==> src/rtl/fll_defs.svh <==
// offsets, field positions, reset values and timing counts of the clock source unit
// assumes a 20 MHz system clock and a 32-bit avalon-mm register port
`ifndef FLL_DEFS_SVH
`define FLL_DEFS_SVH
`define OFS_FIRST_CTRL 4'h0
`define OFS_SECOND_CTRL 4'h4
`define OFS_TRIM 4'h8
`define OFS_STATUS_CTRL 4'hc
`define RST_FIRST_CTRL 8'h04
`define RST_SECOND_CTRL 8'h40
`define RST_TRIM 8'h80
`define RST_FINE_TRIM 1'b0
`define STAT_FINE_TRIM 0
`define STAT_OSC_READY 1
`define STAT_CLK_STATE 2
`define STAT_LOCKED 4
`define STAT_FF_VALID 5
`define CLK_MHZ 20
`define IRST_US 60
`define IRST_CYCLES (`IRST_US * `CLK_MHZ)
`define ACQUIRE_US 1000
`define ACQUIRE_CYCLES (`ACQUIRE_US * `CLK_MHZ)
`define FLL_MULT_SHIFT 9
`define OSC_INIT_EDGES 8'h40
`define SWITCH_TICKS 3'h4
`define FF_BUS_DIV_OFFSET 3'h2
`endif

==> src/rtl/fll_pkg.sv <==
// types shared by the clock source unit
// assumes nothing from fll_defs.svh; field widths are written as literals
package fll_pkg;
    typedef logic [1:0] clk_sel_t;
    typedef struct packed {
        clk_sel_t clock_select_field;
        logic [2:0] reference_divider;
        logic internal_reference_select;
        logic internal_ref_output_enable;
        logic internal_ref_stop_enable;
    } first_ctrl_t;
    typedef struct packed {
        logic [1:0] bus_divider;
        logic range_sel;
        logic high_gain;
        logic fll_power_down_bit;
        logic external_oscillator_select;
        logic external_ref_output_enable;
        logic external_ref_stop_enable;
    } second_ctrl_t;
    typedef struct packed {
        logic [3:0] address;
        logic read;
        logic write;
        logic [31:0] writedata;
    } avl_req_t;
    typedef enum logic [0:0] {sw_idle, sw_wait} switch_state_t;
endpackage

==> src/rtl/fll_clock_source_control.sv <==
// clock source unit: reference selection, fll lock model, fixed-frequency clock and mode switching
// assumes clk at 20 MHz, ext_ref_in and bdm_active asynchronous pins, an avalon-mm master on the bus
`include "fll_defs.svh"
module fll_clock_source_control #(
    parameter int ACQUIRE_CYCLES = `ACQUIRE_CYCLES
) (
    input wire logic clk,
    input wire logic rst_n,
    input wire fll_pkg::avl_req_t avl_req,
    output logic [31:0] avs_readdata,
    output logic avs_waitrequest,
    input wire logic ext_ref_in,
    input wire logic bdm_active,
    output logic fixed_freq_clock,
    output logic fixed_freq_valid,
    output fll_pkg::clk_sel_t main_clock_source,
    output logic [1:0] bus_divider,
    output logic fll_enabled,
    output logic fll_locked,
    output logic [15:0] dco_period,
    output logic internal_ref_running,
    output logic external_ref_running
);
    import fll_pkg::*;

    first_ctrl_t first_control_reg;
    second_ctrl_t second_control_reg;
    logic [7:0] trim_reg;
    logic fine_trim_bit;
    logic oscillator_ready_flag;
    clk_sel_t clock_state_field;
    logic ack;
    logic sel_first, sel_second, sel_trim, sel_status;
    logic ext_meta, ext_sync, ext_prev, bdm_meta, bdm_sync;
    logic ext_tick, irc_tick, ref_tick, filter_tick;
    logic [8:0] irc_cnt;
    logic [11:0] irst_cnt;
    logic irc_stable;
    logic [7:0] osc_cnt;
    logic [6:0] div_cnt;
    logic [15:0] period_cnt;
    logic [31:0] lock_cnt;
    logic [3:0] ref_cfg_prev;
    switch_state_t sw_state;
    clk_sel_t sw_target;
    logic [2:0] sw_cnt;
    logic target_tick, target_avail;

    // address decode over word offsets
    assign sel_first = avl_req.address == `OFS_FIRST_CTRL;
    assign sel_second = avl_req.address == `OFS_SECOND_CTRL;
    assign sel_trim = avl_req.address == `OFS_TRIM;
    assign sel_status = avl_req.address == `OFS_STATUS_CTRL;
    assign avs_waitrequest = (avl_req.read | avl_req.write) & ~ack;

    // one wait state: data captured first cycle, released second
    always_ff @(posedge clk or negedge rst_n) begin
        if (!rst_n) begin
            ack <= 1'b0;
        end else begin
            ack <= (avl_req.read | avl_req.write) & ~ack;
        end
    end

    // read data registered in the wait cycle, unmapped offsets read zero
    always_ff @(posedge clk or negedge rst_n) begin
        if (!rst_n) begin
            avs_readdata <= 32'h0000_0000;
        end else if (avl_req.read && !ack) begin
            avs_readdata <= 32'h0000_0000;
            if (sel_first) avs_readdata[7:0] <= first_control_reg;
            if (sel_second) avs_readdata[7:0] <= second_control_reg;
            if (sel_trim) avs_readdata[7:0] <= trim_reg;
            if (sel_status) begin
                avs_readdata[`STAT_FINE_TRIM] <= fine_trim_bit;
                avs_readdata[`STAT_OSC_READY] <= oscillator_ready_flag;
                avs_readdata[`STAT_CLK_STATE +: 2] <= clock_state_field;
                avs_readdata[`STAT_LOCKED] <= fll_locked;
                avs_readdata[`STAT_FF_VALID] <= fixed_freq_valid;
            end
        end
    end

    // control registers; writes take effect at the ack edge
    always_ff @(posedge clk or negedge rst_n) begin
        if (!rst_n) begin
            first_control_reg <= `RST_FIRST_CTRL;
            second_control_reg <= `RST_SECOND_CTRL;
            trim_reg <= `RST_TRIM;
            fine_trim_bit <= `RST_FINE_TRIM;
        end else if (avl_req.write && ack) begin
            if (sel_first) first_control_reg <= avl_req.writedata[7:0];
            if (sel_second) second_control_reg <= avl_req.writedata[7:0];
            if (sel_trim) trim_reg <= avl_req.writedata[7:0];
            if (sel_status) fine_trim_bit <= avl_req.writedata[`STAT_FINE_TRIM];
        end
    end

    // pin synchronisers and external edge detect
    always_ff @(posedge clk or negedge rst_n) begin
        if (!rst_n) begin
            ext_meta <= 1'b0;
            ext_sync <= 1'b0;
            ext_prev <= 1'b0;
            bdm_meta <= 1'b0;
            bdm_sync <= 1'b0;
        end else begin
            ext_meta <= ext_ref_in;
            ext_sync <= ext_meta;
            ext_prev <= ext_sync;
            bdm_meta <= bdm_active;
            bdm_sync <= bdm_meta;
        end
    end

    // reference enables: kept running by the output enables across modes
    assign internal_ref_running = first_control_reg.internal_reference_select
        | (first_control_reg.clock_select_field == 2'b01)
        | first_control_reg.internal_ref_output_enable;
    assign external_ref_running = ~first_control_reg.internal_reference_select
        | (first_control_reg.clock_select_field == 2'b10)
        | second_control_reg.external_ref_output_enable;
    assign ext_tick = external_ref_running & ext_sync & ~ext_prev;

    // internal reference: larger trim gives a longer period
    always_ff @(posedge clk or negedge rst_n) begin
        if (!rst_n) begin
            irc_cnt <= 9'h000;
        end else if (!internal_ref_running || irc_cnt >= {trim_reg, fine_trim_bit}) begin
            irc_cnt <= 9'h000;
        end else begin
            irc_cnt <= irc_cnt + 9'h001;
        end
    end
    assign irc_tick = internal_ref_running & irc_stable & (irc_cnt >= {trim_reg, fine_trim_bit});

    // internal reference startup timer
    always_ff @(posedge clk or negedge rst_n) begin
        if (!rst_n) begin
            irst_cnt <= 12'h000;
            irc_stable <= 1'b0;
        end else if (!internal_ref_running) begin
            irst_cnt <= 12'h000;
            irc_stable <= 1'b0;
        end else if (irst_cnt == 12'(`IRST_CYCLES - 1)) begin
            irc_stable <= 1'b1;
        end else begin
            irst_cnt <= irst_cnt + 12'h001;
        end
    end

    // oscillator init: count external edges; deselect or power loss clears count and flag
    always_ff @(posedge clk or negedge rst_n) begin
        if (!rst_n) begin
            osc_cnt <= 8'h00;
            oscillator_ready_flag <= 1'b0;
        end else if (second_control_reg.external_oscillator_select && external_ref_running) begin
            if (osc_cnt == `OSC_INIT_EDGES) begin
                oscillator_ready_flag <= 1'b1;
            end else if (ext_tick) begin
                osc_cnt <= osc_cnt + 8'h01;
            end
        end else begin
            osc_cnt <= 8'h00;
            oscillator_ready_flag <= 1'b0;
        end
    end

    // fll reference chosen by internal select, then the reference divider
    assign ref_tick = first_control_reg.internal_reference_select ? irc_tick : ext_tick;
    assign filter_tick = ref_tick && div_cnt >= 7'((8'h01 << first_control_reg.reference_divider) - 8'h01);

    always_ff @(posedge clk or negedge rst_n) begin
        if (!rst_n) begin
            div_cnt <= 7'h00;
        end else if (filter_tick) begin
            div_cnt <= 7'h00;
        end else if (ref_tick) begin
            div_cnt <= div_cnt + 7'h01;
        end
    end

    // fixed frequency clock toggles on every divided reference tick
    always_ff @(posedge clk or negedge rst_n) begin
        if (!rst_n) begin
            fixed_freq_clock <= 1'b0;
        end else if (filter_tick) begin
            fixed_freq_clock <= ~fixed_freq_clock;
        end
    end

    // fll runs unless low power bypass outside debug
    assign fll_enabled = ~(second_control_reg.fll_power_down_bit & ~bdm_sync
        & (clock_state_field != 2'b00));

    // lock model: dco period is the filter period over 512; relock on reference change
    always_ff @(posedge clk or negedge rst_n) begin
        if (!rst_n) begin
            period_cnt <= 16'h0000;
            dco_period <= 16'h0000;
            lock_cnt <= 32'h0000_0000;
            fll_locked <= 1'b0;
            ref_cfg_prev <= 4'h0;
        end else begin
            ref_cfg_prev <= {first_control_reg.internal_reference_select, first_control_reg.reference_divider};
            period_cnt <= filter_tick ? 16'h0000 : period_cnt + 16'h0001;
            if (filter_tick) dco_period <= (period_cnt + 16'h0001) >> `FLL_MULT_SHIFT;
            if (!fll_enabled || (first_control_reg.internal_reference_select && !irc_stable)
                || ref_cfg_prev != {first_control_reg.internal_reference_select,
                first_control_reg.reference_divider}) begin
                lock_cnt <= 32'h0000_0000;
                fll_locked <= 1'b0;
            end else if (lock_cnt == 32'(ACQUIRE_CYCLES - 1)) begin
                fll_locked <= 1'b1;
            end else begin
                lock_cnt <= lock_cnt + 32'h0000_0001;
            end
        end
    end

    // source of the requested mode and whether it can be switched to
    always_comb begin
        target_tick = 1'b0;
        target_avail = 1'b0;
        unique case (sw_target)
            2'b00: begin
                target_tick = filter_tick;
                target_avail = fll_enabled;
            end
            2'b01: begin
                target_tick = irc_tick;
                target_avail = irc_stable;
            end
            2'b10: begin
                target_tick = ext_tick;
                target_avail = ~second_control_reg.external_oscillator_select | oscillator_ready_flag;
            end
            2'b11: begin
                target_tick = 1'b0;
                target_avail = 1'b0;
            end
        endcase
    end

    // mode switch: new source must tick a few times, else the old one stays
    always_ff @(posedge clk or negedge rst_n) begin
        if (!rst_n) begin
            sw_state <= sw_idle;
            sw_target <= 2'b00;
            sw_cnt <= 3'h0;
            clock_state_field <= 2'b00;
        end else begin
            unique case (sw_state)
                sw_idle: begin
                    if (first_control_reg.clock_select_field != clock_state_field
                        && first_control_reg.clock_select_field != 2'b11) begin
                        sw_target <= first_control_reg.clock_select_field;
                        sw_cnt <= 3'h0;
                        sw_state <= sw_wait;
                    end
                end
                sw_wait: begin
                    if (first_control_reg.clock_select_field != sw_target) begin
                        sw_state <= sw_idle;
                    end else if (sw_cnt == `SWITCH_TICKS) begin
                        clock_state_field <= sw_target;
                        sw_state <= sw_idle;
                    end else if (target_tick && target_avail) begin
                        sw_cnt <= sw_cnt + 3'h1;
                    end
                end
            endcase
        end
    end

    assign main_clock_source = clock_state_field;
    assign bus_divider = second_control_reg.bus_divider;

    // fixed frequency valid: engaged always, bypass by divider pairs
    always_ff @(posedge clk or negedge rst_n) begin
        if (!rst_n) begin
            fixed_freq_valid <= 1'b1;
        end else if (clock_state_field == 2'b00) begin
            fixed_freq_valid <= 1'b1;
        end else begin
            fixed_freq_valid <= {1'b0, first_control_reg.reference_divider}
                >= ({2'b00, second_control_reg.bus_divider} + {1'b0, `FF_BUS_DIV_OFFSET});
        end
    end
endmodule

==> config.mk <==
export PLATFORM = sky130hd
export DESIGN_NAME = fll_clock_source_control
export DESIGN_NICKNAME = d
export VERILOG_FILES = /design/src/rtl/fll_pkg.sv /design/src/rtl/fll_clock_source_control.sv
export VERILOG_INCLUDE_DIRS = /design/src /design/src/rtl
export SDC_FILE = /design/constraint.sdc
export NUM_CORES = 1
export LEC_CHECK = 0
export ABC_AREA = 1
export CORE_AREA = 4 4 133 135
export DETAILED_ROUTE_END_ITERATION = 10
export DIE_AREA = 0 0 137 139
export DONT_BUFFER_PORTS = 1
export PLACE_DENSITY = 0.69
export SYNTH_ARGS = -nofsm -noshare
export SYNTH_HDL_FRONTEND = slang
export SYNTH_SLANG_ARGS = --single-unit
==> constraint.sdc <==
create_clock -name clk -period 3.9 [get_ports clk]
set_input_delay 0.39 -clock clk [delete_from_list [all_inputs] [get_ports clk]]
set_output_delay 0.39 -clock clk [all_outputs]
set_load 0.02 [all_outputs]
==> out/results.tsv <==
metric	value	unit
Clock power frac	36.5	%
Crit Path Max Fanout	24	
internal power	3120	uW
routed vias	5980	
mapped cell area	0.00793	sq mm
area occupied by registers	0.00368	sq mm
Die W	137	microns
largest reg by FF count	lock_cnt	
fillers	1508	
Largest regs	lock_cnt x32, period_cnt x16, irst_cnt x12	
Critical Path Source Type	register	
r2r startpoint	first_control_reg[4]	
Critical-path top delay cell	dfrtp_1	
routability cong.	0.807	
area occupied by multi-input gates	0.00357	sq mm
FP Rows	47	
Nets	1018	
max_cap viols	0	
final core occ	52.7	%
required time of the critical path	4180	ps
synthesized instance count	938	
Slew @ Worst Pin	971	ps
failing checks	negative hold slack	
commonest non-fill, non-tap cell in the layout	nand2_1	
Final min period	3120	ps
sequential fraction of design power	41.9	%
RSZ-0062 raised after global routing	false	
post-synthesis cell type with the largest combined area	dfrtp_1	
pin count of the biggest net entering global routing	148	
flops & latches, synth	147	
overall routing resource usage	18.0	%
pwr dens	536	mW/mm^2
die span in y	139	microns
Final HPWL DP	11900	microns
critical path depth	11	
Worst path max stage delay	520	ps
status	finished with violations	
Sinks on Clock Net	147	
EDFF count, synth	0	
Clk Latency, worst-skew pair	420	ps
WP buf/inv	2	
Critical Path Start	first_control_reg[4]	
hold slack final	-75.3	ps
CTS resizes	0	
CTS tree	done	
Finish-stage setup viols	0	
initial antenna violation count	0	
worst vdd ir	0.000361	V
CP delay by family, top	compound AO/OA/AOI/OAI gates	
register area share after synthesis	46.5	%
dominant synthesized flop cell	dfrtp_1	
crit path capture type	register	
synth unique cells	54	
most frequent cells in the layout	nand2_1, dfrtp_1, inv_1	
Tcrit/Tclk final	80.0	%
clock buffer depth	2	
Pleak	0.00399	uW
setup slack, reg-to-reg	780	ps
Core ar.	0.0165	sq mm
full die area	0.0190	sq mm
I/O Pins	101	
starting density of the core	48.1	%
number of vias per cell	5.07	
CTS Buf Count	17	
gr ovfl total	0	
DRC	0	
Psw	1530	uW
max_slew headroom	34.8	%
Detail Route Antenna Nets	0	
drt first pass iters	4	
crit-path cells	inv_1 > nand3_1 > ha_1 > o22ai_1 > a211o_1 > ha_1 > nand2_1 > o2111ai_1 > nand2_2 > inv_2 > a21oi_1	
Clk pin slew, worst setup/hold paths	60	ps
first-pass GRT wire length	27700	microns
Sw Ratio	32.8	%
Port Buffers	0	
final wirelength	16100	microns
Slew Viols, Final	0	
max reg flops	32	
share of cells above drive strength 1	9.06	%
Clock Skews	11.9	ps
Setup CP Type	reg2reg	
Worst path most repeated cell	ha_1	
Hold/Removal Path Class	in2async	
vias in the first global route	5534	
r2r worst-path depth	11	
setup tns final	0	ps
Critical R2R Capture	period_cnt[4]	
Synth top area share	45.2	%
Fin. Hold Viols	36	
Peak Freq	321	MHz
Synth Warn #	0	
Gate power share	21.6	%
diode count	0	
Synth Area per Inst	8.45	sq um
dominant cells by area after synthesis	dfrtp_1, nand2_1, inv_1	
DR WL/cell	13.7	microns
Area Growth Syn to Fin	9.39	%
H-tree depth	4	
Async SR Flop Fraction	100	%
clk root buf	clkbuf_16	
drt initial violations	394	
Crit path arrival time	3400	ps
CP Capture Point	period_cnt[4]	
-- Yosys cell counts, types with 3 or more instances --
library cell  number
clkbuf_1           5
nand3_2            3
ha_1              29
nand4_1           13
o22ai_1            4
buf_2              5
nand2_4            5
a21oi_1           51
nor3b_1            3
nor4_1            11
o21ai_0           68
inv_2              9
nand2_1          172
clkinv_1           4
or2_2              3
xnor2_1            7
nor3_2             3
nor2_4             9
dfrtp_1          143
o21ai_1           14
nand2_2            7
xor2_1            16
nand3_1           41
dfstp_2            4
buf_4             35
inv_1            111
o31ai_1            3
a31oi_1            7
nor2_1            98
a221oi_1           5
nor3_1            21
-- metrics by stage --
stage                     cell area (sq um)  total power [uW]  cells  worst slack (ps)
final                                  8670              4650   1180               781
after detailed placement               8000              2950   1145               799
after CTS                              8670              4700   1180               768
after global placement                 8000              2920   1145               917
after floorplan                        8050              2750    970              1390
after global routing                   8670              4950   1180               429
-- worst reg2reg max path: cells and delay by family (launching register included) --
kind | cells | cell delay, ps
buffers and inverters | 2 | 520
adders and majority gates | 2 | 550
and+or+nand+nor | 3 | 560
DFF | 1 | 520
AOI/OAI and AO/OA | 4 | 860
-- cells by family (layout without fill, tap and decap cells) --
family / count (synthesis) / in the layout / share of synthesized area [%]
simple gates: 401 / 401 / 24.3
fa+ha+maj: 29 / 29 / 4.58
buf+inv: 170 / 160 / 9.99
flops: 147 / 147 / 46.5
compound gates: 167 / 167 / 12.1
other cells: 1 / 33 / 0.0473
xor+xnor: 23 / 23 / 2.54
-- metal layers --
metal	global-route usage [%]	share of wire, %	vias up
met1	25.7	47	2784
met5	0	0	-
met4	5.25	1.4	0
met3	5.62	6.4	19
li1	-	-	3055
met2	26.5	45	122
-- worst min path at each step --
stage	from	end	slack [ps]	depth (start not counted)
after global placement	rst_n	osc_cnt[2]	100	0
after CTS	rst_n	osc_cnt[2]	3	1
after global routing	rst_n	osc_cnt[6]	2	1
after detailed placement	rst_n	osc_cnt[2]	100	0
after floorplan	rst_n	ack	90	0
final	rst_n	osc_cnt[5]	-80	1
-- cell type report --
class | count | area share, %
inverter | 124 | 5.37
clock buffer | 21 | 5.43
timing repair buffer | 4 | 0.635
sequential | 147 | 42.5
tap | 220 | 3.18
multi-input combinational | 653 | 41.2
clock inverter | 11 | 1.73
-- repair_timing --
item / 4_1_cts / 5_1_grt
buffers inserted: 0 / 0
hold buffers: 3 / 0
endpoints found under the hold margin: 149 / 0
-- power groups by stage --
| stage | clock (uW) | combinational [uW] | sequential [uW] |
|---|---|---|---|
| after floorplan | 0 | 847 | 1900 |
| after global placement | 0 | 951 | 1970 |
| after detailed placement | 0 | 975 | 1970 |
| after CTS | 1730 | 1020 | 1950 |
| after global routing | 1800 | 1170 | 1980 |
| final | 1700 | 1010 | 1950 |
(Power assumes the default switching activity.)
